==> src/verilog/gyro_cfg.svh <==
`ifndef GYRO_CFG_SVH
`define GYRO_CFG_SVH

// ****************************************************************
// Device register offsets (7-bit register numbers)
// ****************************************************************
`define OFF_CONFIG        7'h1a
`define OFF_SOURCE_ENABLE 7'h23
`define OFF_INT_STATUS    7'h3a
`define OFF_SENSOR_FIRST  7'h41
`define OFF_SENSOR_LAST   7'h48
`define OFF_USER_CONTROL  7'h6a
`define OFF_POWER_CONTROL 7'h6b
`define OFF_AXIS_STANDBY  7'h6c
`define OFF_COUNT_HIGH    7'h72
`define OFF_COUNT_LOW     7'h73
`define OFF_DATA_PORT     7'h74
`define OFF_IDENTITY      7'h75

// ****************************************************************
// Field positions and reset values
// ****************************************************************
`define BIT_OVERFLOW_MODE 6
`define BIT_OVERFLOW_FLAG 4
`define BIT_FIFO_ENABLE   6
`define BIT_FIFO_RESET    2
`define BIT_SOFT_RESET    7
`define CLOCK_SOURCE_SELECT_MSB        2
`define STANDBY_MSB       2
`define COUNT_W           10
`define CLOCK_SOURCE_SELECT_RESET      3'h1
`define CLOCK_SOURCE_SELECT_OSC_A      3'h0
`define CLOCK_SOURCE_SELECT_OSC_B      3'h6
`define CLOCK_SOURCE_SELECT_RESERVED   3'h7
`define SENSOR_BYTES      8

// ****************************************************************
// Controller APB map
// ****************************************************************
`define APB_ADDR_W        12
`define APB_OFF_COMMAND   12'h000
`define APB_OFF_STATUS    12'h004
`define CMD_DATA_LSB      0
`define CMD_ADDR_LSB      8
`define CMD_WRITE_BIT     16
`define STAT_BUSY_BIT     0
`define STAT_DONE_BIT     1
`define STAT_DATA_LSB     8

`endif

==> src/verilog/gyro_pkg.sv <==
`default_nettype none
package gyro_pkg;
   // Controller sequencer, one-hot
   typedef enum logic [1:0] {
      CTL_IDLE = 2'b01,
      CTL_WAIT = 2'b10
   } ctl_state_t;

   typedef logic [6:0] reg_addr_t;
   typedef logic [7:0] reg_byte_t;
endpackage
`default_nettype wire

==> src/verilog/gyro_link_if.sv <==
`default_nettype none
// Register access link: request held until a one-cycle acknowledge
interface gyro_link_if;
   logic                 req;
   logic                 we;
   gyro_pkg::reg_addr_t  addr;
   gyro_pkg::reg_byte_t  wdata;
   logic                 ack;
   gyro_pkg::reg_byte_t  rdata;

   modport device (input req, input we, input addr, input wdata, output ack, output rdata);
   modport host   (output req, output we, output addr, output wdata, input ack, input rdata);
endinterface
`default_nettype wire

==> src/verilog/gyro_device.sv <==
// Implementation choice: the request/acknowledge link interface to the registers.
`include "gyro_cfg.svh"
`default_nettype none
module gyro_device #(
   parameter int         FIFO_DEPTH    = 512,
   parameter logic [5:0] IDENTITY_CODE = 6'h2a   // Arbitrary value
) (
   input  wire logic        CLOCK_I,
   input  wire logic        RESETN_I,
   gyro_link_if.device      LINK,
   input  wire logic        SAMPLE_TICK_I,
   input  wire logic [63:0] SENSOR_DATA_I,
   input  wire logic        ADDRESS_SELECT_PIN_I,
   output logic [2:0]       AXIS_STANDBY_O,
   output logic             DRIVE_ENABLE_O,
   output logic             PLL_CLOCK_SELECTED_O,
   output logic [6:0]       BUS_ADDRESS_O
);
   localparam int AW = $clog2(FIFO_DEPTH);
   // The count field is 10 bits, so a full queue must still fit in it
   if ((FIFO_DEPTH < 2) || (FIFO_DEPTH > 512) || ((1 << AW) != FIFO_DEPTH)) begin : g_bad_depth
      $error("FIFO_DEPTH must be a power of two from 2 to 512");
   end
   // ****************************************************************
   // State
   // ****************************************************************
   logic [`STANDBY_MSB:0]     standby_q;
   logic [`CLOCK_SOURCE_SELECT_MSB:0]      clock_source_select_q;
   logic                      fifo_enable_q;
   logic                      fifo_flush_q;
   logic                      soft_reset_q;
   logic [7:0]                source_enable_q;
   logic                      overflow_mode_q;
   logic                      queue_overflow_flag_q;
   logic [`COUNT_W-1:0]       count_shadow_q;
   logic [`COUNT_W-1:0]       level_q;
   logic [AW-1:0]             wr_ptr_q;
   logic [AW-1:0]             rd_ptr_q;
   logic [7:0]                mem [FIFO_DEPTH];
   logic [63:0]               snap_q;
   logic [7:0]                pend_q;
   logic                      ack_q;
   logic [7:0]                rdata_q;
   logic                      pin_meta_q;
   logic                      pin_sync_q;
   logic                      drive_q;
   logic                      pll_q;
   logic [6:0]                bus_addr_q;
   // ****************************************************************
   // Request decode
   // ****************************************************************
   // A request is taken once; the acknowledge cycle masks the held request
   wire        clr         = ~RESETN_I | soft_reset_q;
   wire        take        = LINK.req & ~ack_q;
   wire        wr          = take & LINK.we;
   wire        rd          = take & ~LINK.we;
   wire        hit_standby = LINK.addr == `OFF_AXIS_STANDBY;
   wire        hit_user    = LINK.addr == `OFF_USER_CONTROL;
   wire        hit_power   = LINK.addr == `OFF_POWER_CONTROL;
   wire        hit_source  = LINK.addr == `OFF_SOURCE_ENABLE;
   wire        hit_config  = LINK.addr == `OFF_CONFIG;
   wire        hit_status  = LINK.addr == `OFF_INT_STATUS;
   wire        hit_high    = LINK.addr == `OFF_COUNT_HIGH;
   wire        hit_data    = LINK.addr == `OFF_DATA_PORT;
   wire        hit_sensor  = (LINK.addr >= `OFF_SENSOR_FIRST) &&
                             (LINK.addr <= `OFF_SENSOR_LAST);
   wire [2:0]  sensor_idx  = 3'(LINK.addr - `OFF_SENSOR_FIRST);
   // Clock-select code 7 is reserved, so such writes keep the old code
   wire        clk_ok      = LINK.wdata[`CLOCK_SOURCE_SELECT_MSB:0] != `CLOCK_SOURCE_SELECT_RESERVED;
   // ****************************************************************
   // Queue datapath
   // ****************************************************************
   // Lowest pending source goes first, giving ascending register order
   logic [2:0] sel_idx;
   always_comb begin
      sel_idx = 3'h0;
      for (int i = `SENSOR_BYTES - 1; i >= 0; i--) begin
         if (pend_q[i]) begin
            sel_idx = 3'(i);
         end
      end
   end
   wire [`COUNT_W-1:0] depth_c   = `COUNT_W'(FIFO_DEPTH);
   wire        empty     = level_q == '0;
   wire        full      = level_q == depth_c;
   wire        host_push = wr & hit_data;
   wire        host_pop  = rd & hit_data & fifo_enable_q & ~empty;
   // Host pushes win the cycle; the sample walk simply waits one cycle
   wire        samp_push = (|pend_q) & ~host_push;
   wire        push      = host_push | samp_push;
   wire [7:0]  push_byte = host_push ? LINK.wdata : snap_q[sel_idx*8 +: 8];
   wire        overflow  = push & full & ~host_pop;
   wire        drop_new  = overflow & overflow_mode_q;
   wire        evict_old = overflow & ~overflow_mode_q;
   wire        do_write  = push & ~drop_new;
   wire        do_pop    = host_pop | evict_old;
   wire [7:0]  head_byte = mem[rd_ptr_q];
   // ****************************************************************
   // Read data selection
   // ****************************************************************
   logic [7:0] rd_mux;
   always_comb begin
      rd_mux = 8'h00;
      if (hit_standby) begin
         rd_mux = {5'h00, standby_q};
      end else if (hit_user) begin
         rd_mux = 8'(fifo_enable_q) << `BIT_FIFO_ENABLE;
      end else if (hit_power) begin
         rd_mux = {5'h00, clock_source_select_q};
      end else if (hit_source) begin
         rd_mux = source_enable_q;
      end else if (hit_config) begin
         rd_mux = 8'(overflow_mode_q) << `BIT_OVERFLOW_MODE;
      end else if (hit_status) begin
         rd_mux = 8'(queue_overflow_flag_q) << `BIT_OVERFLOW_FLAG;
      end else if (hit_high) begin
         rd_mux = {6'h00, level_q[`COUNT_W-1:8]};
      end else if (LINK.addr == `OFF_COUNT_LOW) begin
         rd_mux = count_shadow_q[7:0];
      end else if (hit_data) begin
         rd_mux = host_pop ? head_byte : 8'h00;
      end else if (LINK.addr == `OFF_IDENTITY) begin
         rd_mux = {1'b0, IDENTITY_CODE, 1'b0};
      end else if (hit_sensor) begin
         rd_mux = SENSOR_DATA_I[sensor_idx*8 +: 8];
      end
   end
   // Acknowledge one cycle after the take, read data beside it; soft reset pulses once
   always_ff @(posedge CLOCK_I) begin
      if (!RESETN_I) begin
         ack_q        <= 1'b0;
         rdata_q      <= 8'h00;
         soft_reset_q <= 1'b0;
      end else begin
         ack_q        <= take;
         rdata_q      <= rd ? rd_mux : rdata_q;
         soft_reset_q <= wr & hit_power & LINK.wdata[`BIT_SOFT_RESET];
      end
   end
   // ****************************************************************
   // Writable control registers
   // ****************************************************************
   // Count, identity and sensor registers have no write path at all
   always_ff @(posedge CLOCK_I) begin
      if (clr) begin
         standby_q             <= '0;
         clock_source_select_q <= `CLOCK_SOURCE_SELECT_RESET;
         fifo_enable_q         <= 1'b0;
         source_enable_q       <= 8'h00;
         overflow_mode_q       <= 1'b0;
         fifo_flush_q          <= 1'b0;
      end else begin
         fifo_flush_q <= wr & hit_user & LINK.wdata[`BIT_FIFO_RESET];
         if (wr & hit_standby) begin
            standby_q <= LINK.wdata[`STANDBY_MSB:0];
         end
         if (wr & hit_user) begin
            fifo_enable_q <= LINK.wdata[`BIT_FIFO_ENABLE];
         end
         if (wr & hit_power & clk_ok) begin
            clock_source_select_q <= LINK.wdata[`CLOCK_SOURCE_SELECT_MSB:0];
         end
         if (wr & hit_source) begin
            source_enable_q <= LINK.wdata;
         end
         if (wr & hit_config) begin
            overflow_mode_q <= LINK.wdata[`BIT_OVERFLOW_MODE];
         end
      end
   end
   // Read of the status register clears the flag; a new overflow wins
   always_ff @(posedge CLOCK_I) begin
      if (clr) begin
         queue_overflow_flag_q <= 1'b0;
         count_shadow_q        <= '0;
      end else begin
         if (overflow) begin
            queue_overflow_flag_q <= 1'b1;
         end else if (rd & hit_status) begin
            queue_overflow_flag_q <= 1'b0;
         end
         if (rd & hit_high) begin
            count_shadow_q <= level_q;
         end
      end
   end
   // ****************************************************************
   // Sample capture and queue pointers
   // ****************************************************************
   // A tick during an unfinished walk restarts it with the new sample
   always_ff @(posedge CLOCK_I) begin
      if (clr || fifo_flush_q) begin
         pend_q   <= 8'h00;
         snap_q   <= '0;
         wr_ptr_q <= '0;
         rd_ptr_q <= '0;
         level_q  <= '0;
      end else begin
         if (SAMPLE_TICK_I) begin
            snap_q <= SENSOR_DATA_I;
            pend_q <= source_enable_q;
         end else if (samp_push) begin
            pend_q[sel_idx] <= 1'b0;
         end
         if (do_write) begin
            wr_ptr_q <= wr_ptr_q + 1'b1;
         end
         if (do_pop) begin
            rd_ptr_q <= rd_ptr_q + 1'b1;
         end
         level_q <= level_q + `COUNT_W'(do_write & ~do_pop) - `COUNT_W'(do_pop & ~do_write);
      end
   end
   // Storage has no reset; pointers define what is valid
   always_ff @(posedge CLOCK_I) begin
      if (do_write) begin
         mem[wr_ptr_q] <= push_byte;
      end
   end
   // ****************************************************************
   // Pin synchroniser and system outputs
   // ****************************************************************
   always_ff @(posedge CLOCK_I) begin
      if (!RESETN_I) begin
         pin_meta_q <= 1'b0;
         pin_sync_q <= 1'b0;
         drive_q    <= 1'b0;
         pll_q      <= 1'b0;
         bus_addr_q <= 7'h00;
      end else begin
         pin_meta_q <= ADDRESS_SELECT_PIN_I;
         pin_sync_q <= pin_meta_q;
         drive_q    <= ~&standby_q;
         pll_q      <= (clock_source_select_q != `CLOCK_SOURCE_SELECT_OSC_A) &&
                       (clock_source_select_q != `CLOCK_SOURCE_SELECT_OSC_B);
         bus_addr_q <= {IDENTITY_CODE, pin_sync_q};
      end
   end
   assign LINK.ack             = ack_q;
   assign LINK.rdata           = rdata_q;
   assign AXIS_STANDBY_O       = standby_q;
   assign DRIVE_ENABLE_O       = drive_q;
   assign PLL_CLOCK_SELECTED_O = pll_q;
   assign BUS_ADDRESS_O        = bus_addr_q;
endmodule
`default_nettype wire

==> src/flat_wrapper.sv <==
// flat-port wrapper written by rule: the top's interface ports become plain ports
module gyro_device_flat 
#(
   parameter int         FIFO_DEPTH    = 512,
   parameter logic [5:0] IDENTITY_CODE = 6'h2a                     
)
  (CLOCK_I, RESETN_I, SAMPLE_TICK_I, SENSOR_DATA_I, ADDRESS_SELECT_PIN_I, AXIS_STANDBY_O, DRIVE_ENABLE_O, PLL_CLOCK_SELECTED_O, BUS_ADDRESS_O, LINK_req, LINK_we, LINK_addr, LINK_wdata, LINK_ack, LINK_rdata);
  gyro_link_if LINK_i ();
  input  wire logic CLOCK_I;
  input  wire logic RESETN_I;
  input  wire logic SAMPLE_TICK_I;
  input  wire logic [63:0] SENSOR_DATA_I;
  input  wire logic ADDRESS_SELECT_PIN_I;
  output logic [2:0] AXIS_STANDBY_O;
  output logic DRIVE_ENABLE_O;
  output logic PLL_CLOCK_SELECTED_O;
  output logic [6:0] BUS_ADDRESS_O;
  input wire logic [$bits(LINK_i.req)-1:0] LINK_req;
  input wire logic [$bits(LINK_i.we)-1:0] LINK_we;
  input wire logic [$bits(LINK_i.addr)-1:0] LINK_addr;
  input wire logic [$bits(LINK_i.wdata)-1:0] LINK_wdata;
  output wire logic [$bits(LINK_i.ack)-1:0] LINK_ack;
  output wire logic [$bits(LINK_i.rdata)-1:0] LINK_rdata;
  assign LINK_i.req = LINK_req;
  assign LINK_i.we = LINK_we;
  assign LINK_i.addr = LINK_addr;
  assign LINK_i.wdata = LINK_wdata;
  assign LINK_ack = LINK_i.ack;
  assign LINK_rdata = LINK_i.rdata;
  gyro_device #(.FIFO_DEPTH(FIFO_DEPTH), .IDENTITY_CODE(IDENTITY_CODE)) u_core (.CLOCK_I(CLOCK_I), .RESETN_I(RESETN_I), .LINK(LINK_i), .SAMPLE_TICK_I(SAMPLE_TICK_I), .SENSOR_DATA_I(SENSOR_DATA_I), .ADDRESS_SELECT_PIN_I(ADDRESS_SELECT_PIN_I), .AXIS_STANDBY_O(AXIS_STANDBY_O), .DRIVE_ENABLE_O(DRIVE_ENABLE_O), .PLL_CLOCK_SELECTED_O(PLL_CLOCK_SELECTED_O), .BUS_ADDRESS_O(BUS_ADDRESS_O));
endmodule
==> config.mk <==
export PLATFORM = sky130hd
export DESIGN_NAME = gyro_device_flat
export DESIGN_NICKNAME = d
export VERILOG_FILES = /design/src/verilog/gyro_pkg.sv /design/src/verilog/gyro_link_if.sv /design/src/verilog/gyro_device.sv /design/src/flat_wrapper.sv
export VERILOG_INCLUDE_DIRS = /design/src /design/src/verilog
export SDC_FILE = /design/constraint.sdc
export NUM_CORES = 2
export LEC_CHECK = 0
export BUFFER_PORTS_ARGS = -buffer_cell sky130_fd_sc_hd__buf_2
export CAP_MARGIN = 25
export CELL_PAD_IN_SITES_DETAIL_PLACEMENT = 0
export CELL_PAD_IN_SITES_GLOBAL_PLACEMENT = 1
export CORE_UTILIZATION = 41
export CTS_CLUSTER_DIAMETER = 120
export DETAILED_ROUTE_END_ITERATION = 16
export GPL_ROUTABILITY_DRIVEN = 0
export HOLD_SLACK_MARGIN = 0.02
export PLACE_DENSITY_LB_ADDON = 0.08
export SLEW_MARGIN = 20
export SYNTH_ARGS = -nofsm -noshare
export SYNTH_HDL_FRONTEND = slang
export SYNTH_SLANG_ARGS = --single-unit
==> constraint.sdc <==
create_clock -name CLOCK_I -period 28 [get_ports CLOCK_I]
set_input_delay 4.2 -clock CLOCK_I [delete_from_list [all_inputs] [get_ports CLOCK_I]]
set_output_delay 4.2 -clock CLOCK_I [all_outputs]
set_load 0.05 [all_outputs]
* Word-level counts from Yosys, hierarchy flattened *
Memory sizes are Yosys's and may differ from the RTL's. A register that Yosys moved wholly into a read port is not among the register bits.
Cells that the tools add are included.

word-level totals
  bits in registers = 147
  RAM bits = 4,096
  bits of input ports = 85
  output and inout bits = 21
  logic and storage cells = 130
  memories = 1

memory list
  name        depth  bits a word  read ports  clocked after memory_dff  write ports  line               RTL
  u_core.mem  512    8            1           1                         1            gyro_device.sv:39  logic [7:0] mem [FIFO_DEPTH];

cells by class
  add/sub/neg operators = 5
  $lt $le $gt $ge = 4
  equality and inequality tests = 13
  shift-type cells = 2
  multiplexer cells = 32
  bitwise operators = 40
  reduce and logical (&&, ||, !) cells = 11

operators with widths
  kind                    count
  $shiftx A64 B7 Y8       2
  $mux W8                 15
  $eq A7 B7 Y1 const B    7
  $mux W3                 8
  $and A1 B1 Y1           23
  $and A1 B10 Y10         2
  $not A1 Y10             2
  $add A9 B1 Y9 const B   2
  $mux W9                 2
  $eq A7 B6 Y1 const B    2
  $add A10 B10 Y10        1
  $eq A10 B10 Y1 const B  1
  $logic_not A10 Y1       1
  $sub A10 B10 Y10        1
  $and A8 B8 Y8           1
  $not A1 Y1              8
  $not A8 Y8              1
  $reduce_or A8 Y1        1
  $eq A7 B5 Y1 const B    1
  $ge A7 B7 Y1 const B    1
  $le A7 B7 Y1 const B    1
  $mux W7                 1
  $ne A3 B3 Y1 const B    2
  $mux W1                 5
  11 further kinds        16

* Logic depth before layout (Yosys ltp) *
  word-level depth = 16
  depth in mapped cells = 22
  depth with buffers taken out = 19

* Worst setup path before layout *
Ideal clock, no wire load.

  path kind = input to register
  start point = input LINK_addr[0]
  end point = memory u_core.mem[0][5] (data pin)
  library setup time = 1,499 ps
  data arrival time = 12,340 ps
  data required time = 26,501 ps
  path slack = 14,161 ps
  stages on the path = 11
  path buffers = 3
  cell sequence = clkbuf_1 buf_2 inv_1 ha_1 nand3_1 or3_1 clkbuf_1 o221ai_1 a221oi_1 o21ai_0 o21a_1

on the way
  word-level cells in the longest chain between the ends = 3

ends and longest elaborated chain
  element                        line                RTL
  from (decl)                    flat_wrapper.sv:20  input wire logic [$bits(LINK_i.addr)-1:0] LINK_addr;
  $eq A7 B7 Y1 (no source line)  n/a
  $and A1 B1 Y1                  gyro_device.sv:86   wire host_push = wr & hit_data;
  $mux W8                        gyro_device.sv:91   wire [7:0] push_byte = host_push ? LINK.wdata : snap_q[sel_idx*8 +: 8];
  via u_core.push_byte[5]        gyro_device.sv:91
  to (decl)                      gyro_device.sv:39

The timed path passes the listed nets, and every way through them passes these cells.

* Worst setup path after layout *
  start point = input LINK_addr[0]
  end point = memory u_core.mem[346][1] (data pin)

Same word-level chain as after synthesis.

==> flow_summary_export.csv <==
group,metric,value,unit
status,outcome,"completed",
layout,fin_nets,8483,
floorplanning,die_width,637,um
floorplanning,fp.dieH,637,um
drt,routedWlPerCell,36.7,um
cts,holdBufCountCts,0,
yosys,synth_flop_cell,"edfxtp_1",
sta,finClkSkew,0.0477,ns
yosys,synth_edf_count,4096,
global_route,grt_max_degree,161,
critical_path,critPathBufInv,7,
critical_path,required,28.66,ns
cts,clk-insertion-delay-late,0.99,ns
yosys,ys_seq_elements,4247,
drt,firstDrtPassIters,5,
drt,num_vias,84700,
layout,stdcell_area,0.187,sq mm
layout,mostFrequentLayoutCell,"edfxtp_1",
sta,finalSetupViolations,0,
layout,layout.cells.non_filler,14000,
place,hpwl,318000,um
place,post-place-ws,17.63,ns
layout,syn2layout_area_growth,13.1,%
layout,final_util,0.468,
drt,drtAntennaViolNets,0,
place,io_buffers,102,
sta,drv_slew,0,
drt,wl,515000,um
sta,worst_slew_pin_slew,1.14,ns
flow_run,max_cap_viol_count,0,
cts,cts_buffer_depth,4,
yosys,avgSynthCellArea,20.4,sq um
floorplanning,start_util,0.413,
power_and_ir_drop,p_per_area,71.1,mW/mm^2
critical_path,path_max_fanout,64,
floorplanning,coreArea,0.401,sq mm
critical_path,cp_data_arrival_time,10.02,ns
sta,hold_viol_final,0,
critical_path,path_common_cell,"buf_4",
yosys,synth_cells,8102,
floorplanning,rows,232,
drt,drcViolationCount,0,
yosys,async_reset_ff_frac,0,
global_route,grt_pass1_wl,714000,um
global_route,overflow,0,
sta,finalSetupTns,0,ns
cts,cts_buffers,446,
critical_path,crit_chain,"buf_2, inv_1, ha_1, nand3_1, or3_1, buf_4, o221ai_1, a221oi_1, o21ai_0, o21a_4, buf_4, buf_4, buf_4, buf_4",
sta,fmax,107,MHz
cts,cts_resized,0,
place,dp_cells,13200,
critical_path,start_kind,"primary input",
floorplanning,pin_count,106,
sta,rsz0062_at_grt,"false",
sta,fin_ws,18.64,ns
yosys,yosysUniqueCellTypes,81,
layout,multi_input_area,0.0368,sq mm
sta,min_period,9.36,ns
critical_path,critPathTopFamily,"buffers and inverters",
power_and_ir_drop,ir_worst_vdd,0.0508,mV
power_and_ir_drop,p_total,13.3,mW
global_route,groute.usage.overall,0.251,
floorplanning,dieArea,0.406,sq mm
sta,fin_crit_sh,0.334,
yosys,ys_seq_area_frac,0.761,
global_route,grt_pass1_vias,85400,
worst_hold_path,hold_class,"reg -> reg",
cts,cts.sinks,4247,
drt,drtIter0Drc,9526,
layout,nFillCells,33200,
global_route,grt_antenna_before_repair,40,
power_and_ir_drop,power_leakage,57.8,nW
cts,path_clk_slew,0.06,ns
layout,drive_gt1_frac,0.237,
sta,relSlewSlack,0.234,
cts,cts-root-buf,"clkbuf_16",
sta,holdWs,0.439,ns
layout,most-common-layout-cells,"edfxtp_1, mux4_2, nor2_1",
drt,viasPerCell,6.04,
yosys,yosys_warnings,0,
cts,htreeDepth,5,
critical_path,slowest_delay,0.78,ns
yosys,syn_area,0.166,sq mm
place,postPlaceCellArea,0.172,sq mm
cts,tritoncts,"built",
critical_path,cp_slowest_cell,"buf_4",
cts,cts_setup_buffers,0,
critical_path,cp-end-kind,"register",
layout,final-seq-area,0.126,sq mm
critical_path,critPathKind,"in -> reg",
cell type report:
class | instances | share of cell area
sequential | 4247 | 0.673
multi-input combinational | 3297 | 0.197
clock buffer | 535 | 0.0627
tap | 5265 | 0.0352
clock inverter | 288 | 0.0176
timing repair buffer | 343 | 0.0139
inverter | 38 | 0.000762
antenna | 14 | 0.000187
final timing paths:
kind,from,to,slack [ns],cells after the start
min,u_core.pin_sync_q$_SDFF_PN0_,u_core.BUS_ADDRESS_O[0]$_SDFF_PN0_,0.44,1
max,LINK_addr[0],u_core.mem[346][1]$_DFFE_PP_,18.64,14
min reg2reg,u_core.pin_sync_q$_SDFF_PN0_,u_core.BUS_ADDRESS_O[0]$_SDFF_PN0_,0.44,1
max reg2reg,register,u_core.LINK.rdata[3]$_SDFFE_PN0P_,19.71,14
sequential cells by signal, indices dropped and copies added, names as in the netlist, named ones only:
register / cells
u_core.mem: 4096
u_core.snap_q: 64
u_core.level_q: 10
u_core.rd_ptr_q: 9
u_core.wr_ptr_q: 9
u_core.LINK.rdata: 8
u_core.count_shadow_q: 8
u_core.pend_q: 8
u_core.source_enable_q: 8
u_core.AXIS_STANDBY_O: 3
u_core.clock_source_select_q: 3
u_core.BUS_ADDRESS_O: 2
u_core.DRIVE_ENABLE_O: 1
u_core.LINK.ack: 1
u_core.PLL_CLOCK_SELECTED_O: 1
u_core.fifo_enable_q: 1
u_core.fifo_flush_q: 1
u_core.overflow_mode_q: 1
u_core.pin_meta_q: 1
u_core.pin_sync_q: 1
u_core.queue_overflow_flag_q: 1
u_core.soft_reset_q: 1
power by group:
part	internal (mW)	leakage [nW]	switching, mW	total, mW
sequential	6.98	39.8	0.00474	6.99
clock	3.60	7.31	2.52	6.12
combinational	0.0316	10.7	0.172	0.204
total	10.6	57.8	2.70	13.3
cells by family after synthesis:
family | share of synthesized area
buf+inv | 0.0187
xor+xnor | 0.00106
mux | 0.152
compound gates | 0.0363
simple gates | 0.0289
fa+ha+maj | 0.00193
other cells | 0.0000227
flops | 0.761
Yosys cell counts (9+ instances only):
master    number  share of area
a211oi_1      19        0.00086
a21oi_1      170         0.0051
a221oi_1      67         0.0035
a22o_1        60         0.0032
a22oi_1      264          0.012
a31oi_1       10        0.00038
a32oi_1       15        0.00079
and2_1        14        0.00053
buf_1         17        0.00039
buf_2        155         0.0047
buf_4         65         0.0029
buf_6         56         0.0038
clkbuf_1     219         0.0050
dfxtp_1      151          0.018
edfxtp_1    4096           0.74
ha_1          24         0.0018
inv_1         38        0.00086
mux2_2        11        0.00075
mux2i_1      349          0.021
mux4_2       956           0.13
nand2_1      132         0.0030
nand2b_1      12        0.00045
nand3_1       77         0.0023
nand3b_1       9        0.00041
nand4_1       25        0.00094
nor2_1       685          0.016
nor2b_1       22        0.00083
nor3_1        46         0.0014
nor3b_1        9        0.00041
nor4_1        14        0.00053
o21a_1        10        0.00045
o21ai_0       49         0.0015
o221ai_1      68         0.0036
o22ai_1       39         0.0015
xnor2_1        9        0.00048
xor2_1        11        0.00058
per-layer routing:
metal  wire (um)  global-route usage  share of wire
met3       37200              0.0463          0.072
met4       14000              0.0616          0.027
met1      226000               0.367           0.44
met2      238000               0.390           0.46
met5         105                   0        0.00020
No activity file was read; power rests on OpenSTA's default activity.
